`src/rtl/adcctl_defs.vh`:
```
// Constants for the converter control register block.
`ifndef ADCCTL_DEFS_VH
`define ADCCTL_DEFS_VH
`define ADCCTL_OFF_RESULT_LOW     12'h000
`define ADCCTL_OFF_RESULT_HIGH    12'h004
`define ADCCTL_OFF_CONV_CTRL      12'h008
`define ADCCTL_OFF_SRC_CLK_SEL    12'h00C
`define ADCCTL_OFF_REF_SEL        12'h010
`define ADCCTL_OFF_STATUS         12'h014
`define ADCCTL_CTRL_RESET         8'h00
`define ADCCTL_BIT_START          7
`define ADCCTL_BIT_BUSY           6
`define ADCCTL_BIT_ENABLE         5
`define ADCCTL_BIT_ALIGN          4
`define ADCCTL_CTRL_WMASK         8'hB7
`define ADCCTL_SRC_WMASK          8'hE7
`define ADCCTL_REF_WMASK          8'hCF
`define ADCCTL_BIT_AMP_EN         7
`define ADCCTL_BIT_BG_EN          6
`define ADCCTL_SAMPLE_CYCLES      5'd4
`define ADCCTL_CONVERT_CYCLES     5'd12
`define ADCCTL_TOTAL_CYCLES       5'd16
`define ADCCTL_SRC_EXT            3'h0
`define ADCCTL_SRC_RSV            3'h4
`define ADCCTL_REF_SUPPLY         4'h0
`define ADCCTL_REF_INHIBIT        4'h9
`endif

```
`src/rtl/adcctl_top.v`:
```
// APB register block and sequencer for an eight channel 12-bit converter.
//
// Local design decisions: the register offsets and the APB interface to the registers.
`timescale 1ns/1ps
`include "adcctl_defs.vh"
module adcctl_top #(
  parameter DATA_W = 12
) (
  input  wire              REF_CLK,
  input  wire              NRST,
  input  wire              PSEL,
  input  wire              PENABLE,
  input  wire              PWRITE,
  input  wire [11:0]       PADDR,
  input  wire [31:0]       PWDATA,
  output reg  [31:0]       PRDATA,
  output reg               PREADY,
  output reg               PSLVERR,
  input  wire [DATA_W-1:0] CONV_DATA,
  output reg               CONV_POWER,
  output reg               CONV_SAMPLE,
  output reg               CONV_CLK_EN,
  output reg               CONV_DONE,
  output reg  [2:0]        CHANNEL_SEL,
  output reg               CHANNEL_CONNECT,
  output reg  [2:0]        INTERNAL_SEL,
  output reg  [3:0]        REF_SEL,
  output reg               REF_AMP_BANDGAP,
  output reg               REF_AMP_ENABLE,
  output reg               BANDGAP_BUF_ENABLE
);

////////////////////////////////////////////////////////////////////////////////
// Reset release and register state.
reg        rst_s1_r;
reg        rst_n_r;
reg  [7:0] conv_ctrl_r;
reg  [7:0] src_clk_r;
reg  [7:0] ref_sel_r;
reg  [7:0] res_low_r;
reg  [7:0] res_high_r;
reg        busy_r;
reg        done_flag_r;
reg  [6:0] div_cnt_r;
reg  [4:0] cyc_cnt_r;
wire       acc_w;
wire       acc_r;
wire       wr_ctrl;
wire       start_rise;
wire       start_fall;
wire       conv_tick;
wire [6:0] div_last;
wire [2:0] src_eff;
wire [3:0] ref_eff;
wire [11:0] res_val;
reg  [7:0] rd_nxt;
reg        err_nxt;

always @(posedge REF_CLK or negedge NRST) begin
  if (!NRST) begin
    rst_s1_r <= 1'b0;
    rst_n_r  <= 1'b0;
  end else begin
    rst_s1_r <= 1'b1;
    rst_n_r  <= rst_s1_r;
  end
end

// Every access completes in its first access cycle, so no wait state is needed.
assign acc_w      = PSEL & PENABLE & PWRITE;
assign acc_r      = PSEL & PENABLE & ~PWRITE;
assign wr_ctrl    = acc_w && (PADDR == `ADCCTL_OFF_CONV_CTRL);
assign start_rise = wr_ctrl & ~conv_ctrl_r[`ADCCTL_BIT_START] & PWDATA[`ADCCTL_BIT_START];
assign start_fall = wr_ctrl & conv_ctrl_r[`ADCCTL_BIT_START] & ~PWDATA[`ADCCTL_BIT_START];

////////////////////////////////////////////////////////////////////////////////
// Control registers.
always @(posedge REF_CLK or negedge rst_n_r) begin
  if (!rst_n_r) begin
    conv_ctrl_r <= `ADCCTL_CTRL_RESET;
    src_clk_r   <= `ADCCTL_CTRL_RESET;
    ref_sel_r   <= `ADCCTL_CTRL_RESET;
  end else if (acc_w) begin
    case (PADDR)
      `ADCCTL_OFF_CONV_CTRL: begin
        conv_ctrl_r <= PWDATA[7:0] & `ADCCTL_CTRL_WMASK;
      end
      `ADCCTL_OFF_SRC_CLK_SEL: begin
        src_clk_r <= PWDATA[7:0] & `ADCCTL_SRC_WMASK;
      end
      `ADCCTL_OFF_REF_SEL: begin
        ref_sel_r <= PWDATA[7:0] & `ADCCTL_REF_WMASK;
      end
      default: begin
        conv_ctrl_r <= conv_ctrl_r;
      end
    endcase
  end
end

////////////////////////////////////////////////////////////////////////////////
// Conversion clock divider and sequencer.
assign div_last  = (7'h01 << src_clk_r[2:0]) - 7'h01;
assign conv_tick = (div_cnt_r == div_last);

always @(posedge REF_CLK or negedge rst_n_r) begin
  if (!rst_n_r) begin
    div_cnt_r   <= 7'h00;
    cyc_cnt_r   <= 5'h00;
    busy_r      <= 1'b0;
    done_flag_r <= 1'b0;
    res_low_r   <= 8'h00;
    res_high_r  <= 8'h00;
  end else begin
    if (start_rise || !conv_ctrl_r[`ADCCTL_BIT_ENABLE]) begin
      busy_r    <= 1'b0;
      div_cnt_r <= 7'h00;
      cyc_cnt_r <= 5'h00;
    end else if (start_fall) begin
      busy_r      <= 1'b1;
      div_cnt_r   <= 7'h00;
      cyc_cnt_r   <= 5'h00;
      done_flag_r <= 1'b0;
    end else if (busy_r) begin
      div_cnt_r <= conv_tick ? 7'h00 : div_cnt_r + 7'h01;
      if (conv_tick) begin
        cyc_cnt_r <= cyc_cnt_r + 5'h01;
        if (cyc_cnt_r == `ADCCTL_TOTAL_CYCLES - 5'd1) begin
          busy_r      <= 1'b0;
          done_flag_r <= 1'b1;
          if (conv_ctrl_r[`ADCCTL_BIT_ALIGN]) begin
            res_high_r <= {4'h0, res_val[11:8]};
            res_low_r  <= res_val[7:0];
          end else begin
            res_high_r <= res_val[11:4];
            res_low_r  <= {res_val[3:0], 4'h0};
          end
        end
      end
    end
    // Reading the status word acknowledges the completion flag; a new completion wins.
    if (acc_r && PADDR == `ADCCTL_OFF_STATUS && !(busy_r && conv_tick &&
        cyc_cnt_r == `ADCCTL_TOTAL_CYCLES - 5'd1)) begin
      done_flag_r <= 1'b0;
    end
  end
end
// Result registers are untouched by disabling, so the last value survives.
assign res_val = CONV_DATA[11:0];

////////////////////////////////////////////////////////////////////////////////
// Source and reference selection.
assign src_eff = (src_clk_r[7:5] == `ADCCTL_SRC_RSV) ? `ADCCTL_SRC_EXT : src_clk_r[7:5];
assign ref_eff = (ref_sel_r[3:0] <= 4'h4 || (ref_sel_r[3:0] >= 4'hA && ref_sel_r[3:0] <= 4'hC)) ?
                 ref_sel_r[3:0] : `ADCCTL_REF_SUPPLY;

always @(posedge REF_CLK or negedge rst_n_r) begin
  if (!rst_n_r) begin
    CONV_POWER         <= 1'b0;
    CONV_SAMPLE        <= 1'b0;
    CONV_CLK_EN        <= 1'b0;
    CONV_DONE          <= 1'b0;
    CHANNEL_SEL        <= 3'h0;
    CHANNEL_CONNECT    <= 1'b0;
    INTERNAL_SEL       <= 3'h0;
    REF_SEL            <= 4'h0;
    REF_AMP_BANDGAP    <= 1'b0;
    REF_AMP_ENABLE     <= 1'b0;
    BANDGAP_BUF_ENABLE <= 1'b0;
  end else begin
    CONV_POWER         <= conv_ctrl_r[`ADCCTL_BIT_ENABLE];
    CONV_SAMPLE        <= busy_r && (cyc_cnt_r < `ADCCTL_SAMPLE_CYCLES);
    CONV_CLK_EN        <= busy_r & conv_tick;
    CONV_DONE          <= done_flag_r;
    CHANNEL_SEL        <= conv_ctrl_r[2:0];
    CHANNEL_CONNECT    <= (src_eff == `ADCCTL_SRC_EXT);
    INTERNAL_SEL       <= src_eff;
    REF_SEL            <= ref_eff;
    REF_AMP_BANDGAP    <= ref_eff[3];
    REF_AMP_ENABLE     <= ref_sel_r[`ADCCTL_BIT_AMP_EN];
    BANDGAP_BUF_ENABLE <= ref_sel_r[`ADCCTL_BIT_BG_EN];
  end
end

////////////////////////////////////////////////////////////////////////////////
// APB read path.
always @* begin
  rd_nxt  = 8'h00;
  err_nxt = 1'b0;
  case (PADDR)
    `ADCCTL_OFF_RESULT_LOW:  rd_nxt = res_low_r;
    `ADCCTL_OFF_RESULT_HIGH: rd_nxt = res_high_r;
    `ADCCTL_OFF_CONV_CTRL: begin
      rd_nxt = conv_ctrl_r;
      rd_nxt[`ADCCTL_BIT_BUSY] = busy_r;
    end
    `ADCCTL_OFF_SRC_CLK_SEL: rd_nxt = src_clk_r;
    `ADCCTL_OFF_REF_SEL:     rd_nxt = ref_sel_r;
    `ADCCTL_OFF_STATUS:      rd_nxt = {7'h00, done_flag_r};
    default:                 err_nxt = 1'b1;
  endcase
end

// Read data is registered in setup so it is stable for the whole access phase.
always @(posedge REF_CLK or negedge rst_n_r) begin
  if (!rst_n_r) begin
    PRDATA  <= 32'h0000_0000;
    PREADY  <= 1'b0;
    PSLVERR <= 1'b0;
  end else begin
    PREADY  <= PSEL & ~PENABLE;
    PSLVERR <= PSEL & ~PENABLE & err_nxt;
    if (PSEL && !PENABLE && !PWRITE) begin
      PRDATA <= {24'h00_0000, rd_nxt};
    end
  end
end

endmodule

```
`config.mk`:
```
export PLATFORM = sky130hd
export DESIGN_NAME = adcctl_top
export DESIGN_NICKNAME = d
export VERILOG_FILES = /design/src/rtl/adcctl_top.v
export VERILOG_INCLUDE_DIRS = /design/src /design/src/rtl
export SDC_FILE = /design/constraint.sdc
export NUM_CORES = 1
export LEC_CHECK = 0
export ABC_CLOCK_PERIOD_IN_PS = 2700
export BUFFER_PORTS_ARGS = -buffer_cell sky130_fd_sc_hd__buf_2
export CAP_MARGIN = 20
export CORE_MARGIN = 2
export CORE_UTILIZATION = 26
export CTS_CLUSTER_SIZE = 8
export DETAILED_ROUTE_END_ITERATION = 10
export GPL_TIMING_DRIVEN = 0
export SLEW_MARGIN = 30
export SYNTH_ARGS = -nofsm -noshare
export SYNTH_HDL_FRONTEND = slang
export SYNTH_SLANG_ARGS = --single-unit
```
`constraint.sdc`:
```
create_clock -name REF_CLK -period 2.7 [get_ports REF_CLK]
set_input_delay 0.54 -clock REF_CLK [delete_from_list [all_inputs] [get_ports REF_CLK]]
set_output_delay 0.54 -clock REF_CLK [all_outputs]
set_load 0.01 [all_outputs]
```
# --- Word level (Yosys, flattened, before mapping) ---
# Cells that the tools add are included.
op_classes:
  reduce_logical: 29
  shifts: 1
  n_addsub: 3
  n_bitwise: 16
  eq_ne: 9
  muxes: 25
  n_lt_le_gt_ge: 4
ops:
  columns: ["cell", "count"]
  rows:
  - ["one-hot mux 8 bit (6 select lines)", 1]
  - ["2-to-1 mux 7 bit", 4]
  - ["== test 12 x 4 -> 1 bit, second input constant", 2]
  - ["== test 12 x 5 -> 1 bit, second input constant", 2]
  - ["2-to-1 mux 5 bit", 4]
  - ["2-to-1 mux 8 bit", 2]
  - ["nonzero test 3 bit", 5]
  - ["== test 12 x 3 -> 1 bit, second input constant", 1]
  - ["zero test 12 bit", 1]
  - ["2-to-1 mux 1 bit", 12]
  - ["bitwise AND 1 bit", 10]
  - ["logical AND 1 bit", 9]
  - ["AND reduction 2 bit", 4]
  - ["adder 7 x 1 -> 7 bit, second input constant", 1]
  - ["== test 7 bit", 1]
  - ["left shift 1 x 3 -> 7 bit, first input constant", 1]
  - ["subtractor 7 x 1 -> 7 bit, second input constant", 1]
  - ["NOT 1 bit", 6]
  - ["OR reduction 6 bit", 1]
  - ["adder 5 x 1 -> 5 bit, second input constant", 1]
  - ["== test 5 x 4 -> 1 bit, second input constant", 1]
  - ["less-than comparator 5 x 3 -> 1 bit, second input constant", 1]
  - ["AND reduction 5 bit", 1]
  - ["greater-or-equal comparator 4 bit, second input constant", 1]
  - ["other kinds (10)", 14]
word_totals:
  output_inout_bits: 52
  ff_bits: 78

# --- Longest topological paths before layout ---
# Gate-level depths: netlist of run 1.
logic_depth:
  depth_word: 9
  ltp_mapped: 8

# --- Least setup slack after synthesis of run 1 ---
# No wires, ideal clock.
synth_path:
  kind: "input to register"
  startpoint: "in PADDR[5]"
  endpoint: "reg res_high_r[3]"
  path_slack_ps: 180
  setup_time_ps: 125
  n_path_buf: 1
  arrival_time_ps: 2395
  stages: 7
  required_ps: 2575
  path_cell_list: "or4_1 -> nor3_1 -> nand2b_1 -> o31a_1 -> nand4_2 -> buf_6 -> mux2_2"
synth_via:
  elab_chain_len: 7
  word_cells_on_any_way: 10
  cone_classes: "eq/ne: 1; bitwise: 6; reduce/logical: 3"
synth_lines:
  columns: ["item", "line_no", "text"]
  rows:
  - ["start: declaration", "adcctl_top.v:14", "input wire [11:0] PADDR,"]
  - ["== test 12 x 4 -> 1 bit *", null, null]
  - ["logical AND 1 bit *", "adcctl_top.v:72", "assign wr_ctrl = acc_w && (PADDR == `ADCCTL_OFF_CONV_CTRL);"]
  - ["bitwise AND 1 bit (2 in series)", "adcctl_top.v:73", "assign start_rise = wr_ctrl & ~conv_ctrl_r[`ADCCTL_BIT_START] & PWDATA[`ADCCTL_BIT_START];"]
  - ["logical OR 1 bit", "adcctl_top.v:115", "if (start_rise || !conv_ctrl_r[`ADCCTL_BIT_ENABLE]) begin"]
  - ["NOT 1 bit (no line)", null, null]
  - ["AND reduction 5 bit (no line) *", null, null]
  - ["end signal: assignment", "adcctl_top.v:132", "res_high_r <= {4'h0, res_val[11:8]};"]
  - ["end signal: assignment", "adcctl_top.v:135", "res_high_r <= res_val[11:4];"]
  - ["end: declaration", "adcctl_top.v:41", "reg [7:0] res_high_r;"]
# Every way passes the cells marked *; elsewhere a longest branch is shown, timed or not.
# A chain may end at the register's enable or synchronous reset.

# --- Final worst setup path of run 1 ---
layout_path:
  startpoint: "in PADDR[5]"
  endpoint: "reg res_low_r[7]"
layout_via:
  elab_chain_len: 7
  word_cells_on_any_way: 10
  cone_classes: "eq/ne: 1; bitwise: 6; reduce/logical: 3"
layout_lines:
  columns: ["item", "line_no", "text"]
  rows:
  - ["== test 12 x 4 -> 1 bit *", null, null]
  - ["logical AND 1 bit *", "adcctl_top.v:72", null]
  - ["bitwise AND 1 bit (2 in series)", "adcctl_top.v:73", null]
  - ["logical OR 1 bit", "adcctl_top.v:115", null]
  - ["NOT 1 bit (no line)", null, null]
  - ["AND reduction 5 bit (no line) *", null, null]
  - ["end signal: assignment", "adcctl_top.v:133", "res_low_r <= res_val[7:0];"]
  - ["end signal: assignment", "adcctl_top.v:136", "res_low_r <= {res_val[3:0], 4'h0};"]
  - ["end: declaration", "adcctl_top.v:40", "reg [7:0] res_low_r;"]
# Marks and branches as above.

==> results of run 1 <==
-- registers in the layout, summed over array words and instances, names as in the netlist, 3 cells and up --
register	count
conv_ctrl_r	6
div_cnt_r	7
ref_sel_r	6
PRDATA	8
CHANNEL_SEL	3
INTERNAL_SEL	3
res_low_r	8
src_clk_r	6
res_high_r	8
REF_SEL	3
cyc_cnt_r	5
-- cells in the mapped netlist (all sizes together), types with 2 or more instances --
master  number
dfrtp       77
mux2        35
buf         30
a21oi       20
nand2       20
nor2        19
inv         16
o21ai       16
clkbuf      12
mux2i        9
nor2b        9
nand3        8
o31ai        6
a22oi        5
and3         5
nor3b        5
or4          5
a31oi        4
nand4        4
nor4         4
or3          4
ha           3
mux4         3
nand2b       3
nor3         3
a221oi       2
conb         2
o31a         2
xnor2        2
-- power groups by stage --
stage / clock network [mW] / logic (mW) / registers (mW)
2_1_floorplan: 0 / 0.0888 / 1.22
3_3_place_gp: 0 / 0.156 / 1.22
3_5_place_dp: 0 / 0.188 / 1.20
4_1_cts: 1.21 / 0.190 / 1.18
5_1_grt: 1.26 / 0.211 / 1.18
6_report: 1.18 / 0.189 / 1.18
-- area by class of cell --
type | instances | area, sq um
fillers | 1483 | 9648
flip-flops and latches | 77 | 1931
multi-input cells | 238 | 1683
repair buffers | 65 | 367.9
plain buffers | 42 | 264.0
clock buffers | 11 | 252.7
well taps | 184 | 230.2
inverters | 17 | 63.81
clock inverters | 5 | 38.79
-- critical path: cells and delay by family --
kind            cells  cell delay (ns)
buf+inv             2             0.31
mux                 1             0.35
compound gates      1             0.37
simple gates        4             1.21
-- through the flow --
stage / power (mW) / instances
finish: 2.549 / 639
global route: 2.651 / 639
CTS: 2.577 / 639
detailed placement: 1.391 / 622
global placement: 1.378 / 620
floorplan: 1.313 / 374
-- per-layer routing --
layer  track usage  share of wire
met2        0.1886           0.46
met5             0              0
met1        0.1532           0.45
met4       0.07190          0.029
met3       0.03338          0.065
-- what timing repair did --
action / CTS / global route
hold endpoints to repair: 2 / 0
gates resized for setup: 0 / 2
buffers inserted: 0 / 0
setup endpoints to repair: 0 / 17
hold buffers: 1 / 0
-- worst max path at each step --
stage,end,slack [ns]
finish,res_low_r[7],0.15
global placement,PRDATA[0],-0.45
floorplan,res_high_r[3],0.18
global route,busy_r,0.001
CTS,res_low_r[7],0.03
detailed placement,res_high_r[6],-0.34
-- cell families (layout without fill, tap and decap cells) --
logic type,after synthesis,in the layout
adders and majority gates,4,4
buffers and inverters,59,140
other,2,25
xor gates and xnor gates,2,2
and+or+nand+nor,94,94
DFF,77,77
AOI/OAI and AO/OA,66,66
muxes,47,47
==> impl_metrics.yaml, run 1 <==
outcome:
  outcome: "finished clean"
timing:
  setup_viol: 0
  final-max-slew-violation-count: 0
  setup_tns_ns: 0
  max_clock_freq_mhz: 392.2
  rsz0062_at_grt: "false"
  worst-slew-pin-transition_ns: 0.5756
  setup_slack_ns: 0.1501
  worst_hold_slack_ns: 0.1063
  finalCritPeriodShare: 0.9444
  finalHoldViolations: 0
  slew_headroom: 0.6155
  clock_skew_ns: 0.007651
  period_needed_ns: 2.550
layout:
  final_nets: 514
  final_common_cell: "dfrtp_1"
  fin_area_sq_um: 4831
  antenna_cells: 0
  utilization: 0.3337
  syn_to_final_growth_pct: 25.97
  drive_gt1_frac: 0.3538
  mostFrequentLayoutCells: "dfrtp_1, buf_2, mux2_2"
clocking:
  h-tree-depth: 3
  clock_sinks: 77
  tritoncts: "done"
  clk_pin_slew_ns: 0.06
  cts_root_buf: "clkbuf_16"
  clock_path_buffers: 2
  insertion_delay_ns: 0.35
  numCtsBuffers: 9
yosys:
  ys_ff_latch: 77
  synth_cell_types: 58
  ys_top_cells_by_area: "dfrtp_1, mux2_2, buf_4, a21oi_1, mux2i_1"
  synth_xor_area_frac: 0.004568
  yosysWarnings: 0
  yosysSeqAreaShare: 0.5024
  yosys.area.top_type_share: 0.5024
  yosys.area.top_type: "dfrtp_1"
  synth_mux_area_frac: 0.1449
  synthAdderAreaFrac: 0.01240
  synth_flop_cell: "dfrtp_1"
  yosys.area_share.simple: 0.1364
  synthCells: 351
  synthArstFlopShare: 1.000
  syn_area_per_cell_sq_um: 10.93
  synth_top_family_by_area: "multiplexers"
  syn-cell-area_sq_um: 3835
  synth_compound_area_frac: 0.1119
  synth_edf_count: 0
die:
  core_sq_um: 14480
  die_h_microns: 125.5
  die_w_microns: 125.5
  rows: 44
  ioPinCount: 113
  die_area_sq_um: 15740
  start_util: 0.2649
setup_path:
  crit_arrival_ns: 2.78
  critPathMaxStageDelay_ns: 0.53
  reg2reg_from: "src_clk_r[0]"
  worstSetupStartpointType: "primary input"
  path_max_fanout: 10
  worstReg2RegEnd: "res_low_r[7]"
  crit_start: "PADDR[5]"
  worst_path_max_delay_cell: "or4_1"
  r2r_cells: 7
  r2r_slack_ns: 0.23
  required_ns: 2.93
  end_kind: "register"
  criticalPathCategory: "in2reg"
  crit_chain: "buf_2 -> or4_1 -> nor3_2 -> nand2b_1 -> o31a_1 -> nand4_2 -> buf_6 -> mux2_2"
global_routing:
  grt_overflow: 0
  antenna_found_initial: 0
  grt_max_degree: 49
  grt_use_total: 0.1222
  grt_pass1_vias: 2948
  grt_pass1_wl_microns: 15150
placed_design:
  place_area_sq_um: 4513
  gp_congestion: 0.8764
  port_buffers: 62
  dpl_worst_slack_ns: -0.3403
  dpl.hpwl_microns: 6906
pwr:
  power.density_nw_per_um2: 527.7
  p_sw_mw: 0.6121
  p_leak_nw: 2.349
  internal_power_mw: 1.937
  peakVddDrop_uv: 304.8
  power_frac_comb: 0.074
  pwr-share-clk: 0.463
  swShare: 0.2401
  seqPwrFrac: 0.463
route:
  wirelength_microns: 9118
  first_iter_violations: 153
  drtPass1Iterations: 4
  routed_via_density: 4.501
  vias: 2876
  post-route-drc-count: 0
  detail-route-antenna-nets: 0
  wire_per_inst_microns: 14.27
flow_run:
  drv_cap: 0
hold_path:
  hold_path.class: "reg2async"
(Power assumes the default switching activity.)
==> run 2, diff against run 1 <==
CTS_BUF_LIST = sky130_fd_sc_hd__clkbuf_2 sky130_fd_sc_hd__clkbuf_4 sky130_fd_sc_hd__clkbuf_8   (was unset)
==> run 2 against run 1 <==
Non-clock buffer count stayed put. Utilization is 0.70 points lower. Total power is 13% lower. Wire length hardly changed. Clock power is 28% lower. Combinational power hardly changed. Via count is 0.21% lower. Hold slack worse by 0.0031 ns. Sequential power hardly changed. Setup slack better by 0.028 ns. Clock skew is 0.0013 ns higher. Cell area is 2.1% lower.
==> impl_metrics.yaml, run 2 (synthesis results as in run 1) <==
route:
  wl_met2_microns: 4268
  drtPass1Iterations: 4
  vias: 2870
  detail-route-antenna-nets: 0
  wirelength_microns: 9125
  wire_per_inst_microns: 14.28
  dr_wl_met3_microns: 620
  highest_layer: "met4"
  post-route-drc-count: 0
  routed_via_density: 4.491
  first_iter_violations: 157
  met1_length_microns: 4097
placed_design:
  dpl.hpwl_microns: 6906
  port_buffers: 62
  gp_congestion: 0.8764
  dpl_worst_slack_ns: -0.3403
layout:
  drive_gt1_frac: 0.3538
  multi_input_area_sq_um: 1683
  antenna_cells: 0
  syn_to_final_growth_pct: 23.33
  utilization: 0.3267
  fillers: 1502
  final_common_cell: "dfrtp_1"
  reg_top3: "PRDATA x8, res_high_r x8, res_low_r x8"
  final_nets: 514
  regArea_sq_um: 1931
  mostFrequentLayoutCells: "dfrtp_1, buf_2, mux2_2"
pwr:
  power.density_nw_per_um2: 468.6
  peakVddDrop_uv: 214.8
  p_leak_nw: 2.303
timing:
  clock_skew_ns: 0.008915
  final-max-slew-violation-count: 0
  worst-slew-pin-transition_ns: 0.5755
  finalHoldViolations: 0
  slew_headroom: 0.6132
  finalCritPeriodShare: 0.9341
  setup_viol: 0
  max_clock_freq_mhz: 396.5
  setup_slack_ns: 0.1780
  period_needed_ns: 2.522
  rsz0062_at_grt: "false"
  setup_tns_ns: 0
clocking:
  post-cts-setup-buffers: 0
  insertion_delay_ns: 0.37
  tritoncts: "done"
  h-tree-depth: 3
  cts_root_buf: "clkbuf_8"
  clk_pin_slew_ns: 0.08
  clock_path_buffers: 2
  numCtsBuffers: 9
  clock_sinks: 77
global_routing:
  grt_pass1_wl_microns: 15090
  grt_overflow: 0
  grt_pass1_vias: 2949
  grt_max_degree: 49
  grt_use_total: 0.1208
  antenna_found_initial: 0
setup_path:
  worstSetupStartpointType: "primary input"
  required_ns: 2.96
  path_max_fanout: 10
  end_kind: "register"
  worst_path_max_delay_cell: "or4_1"
  r2r_slack_ns: 0.23
  critPathTopFamily: "simple AND/OR/NAND/NOR gates"
  critPathMaxStageDelay_ns: 0.53
  criticalPathCategory: "in2reg"
  crit_arrival_ns: 2.78
  crit_chain: "buf_2 -> or4_1 -> nor3_2 -> nand2b_1 -> o31a_1 -> nand4_2 -> buf_6 -> mux2_2"
  critPathBufInv: 2
outcome:
  outcome: "finished clean"
hold_path:
  hold_path.class: "reg2async"
die:
  die_h_microns: 125.5
  die_w_microns: 125.5
  start_util: 0.2649
  rows: 44
  ioPinCount: 113
  core_sq_um: 14480
  die_area_sq_um: 15740
flow_run:
  drv_cap: 0
run 2: cell counts in the layout (fill, tap and decap cells not counted):
No cell type changed its count.
run 2: timing repair:
item	CTS	global route
hold endpoints to repair	2	0
endpoints found under the setup margin	0	17
resized for setup	0	2
hold buffers	1	0
run 2: area by class of cell:
cell class | count | area share
clock inverter | 5 | 0.008201
multi-input combinational | 238 | 0.3558
sequential | 77 | 0.4082
tap | 184 | 0.04868
inverter | 17 | 0.01349
buffer | 42 | 0.05582
clock buffer | 11 | 0.03201
timing repair buffer | 65 | 0.07778
run 2: report_power, final:
part | switching, mW | internal, mW | total (mW)
Combinational | 0.104 | 0.0845 | 0.189
Clock | 0.456 | 0.392 | 0.848
Sequential | 0.00891 | 1.17 | 1.18
Total | 0.569 | 1.65 | 2.22
run 2: worst paths after layout:
check / start / end / cells past startpoint
min in group REF_CLK: rst_s1_r / rst_n_r / 0
worst min-delay path: rst_n_r / CONV_DONE / 0
worst max register to register: src_clk_r[0] / res_high_r[3] / 7
worst max-delay path: PADDR[5] / res_high_r[3] / 8
worst min register to register: rst_n_r / CONV_DONE / 0
max in group asynchronous: rst_n_r / INTERNAL_SEL[2] / 2
run 2: per-stage QoR:
step	area [sq um]	hold WS [ns]	total power, mW	std cells
2_1_floorplan	3921	0.2444	1.313	374
3_3_place_gp	4462	0.3249	1.378	620
3_5_place_dp	4513	0.09961	1.391	622
4_1_cts	4713	0.1142	2.252	639
5_1_grt	4730	0.1097	2.328	639
6_report	4730	0.1031	2.216	639
run 2: per-layer routing:
metal / up-vias / track usage
met2: 90 / 0.1870
met3: 7 / 0.03851
met5: - / 0
met4: 0 / 0.05621
met1: 1373 / 0.1537
li1: 1400 / -
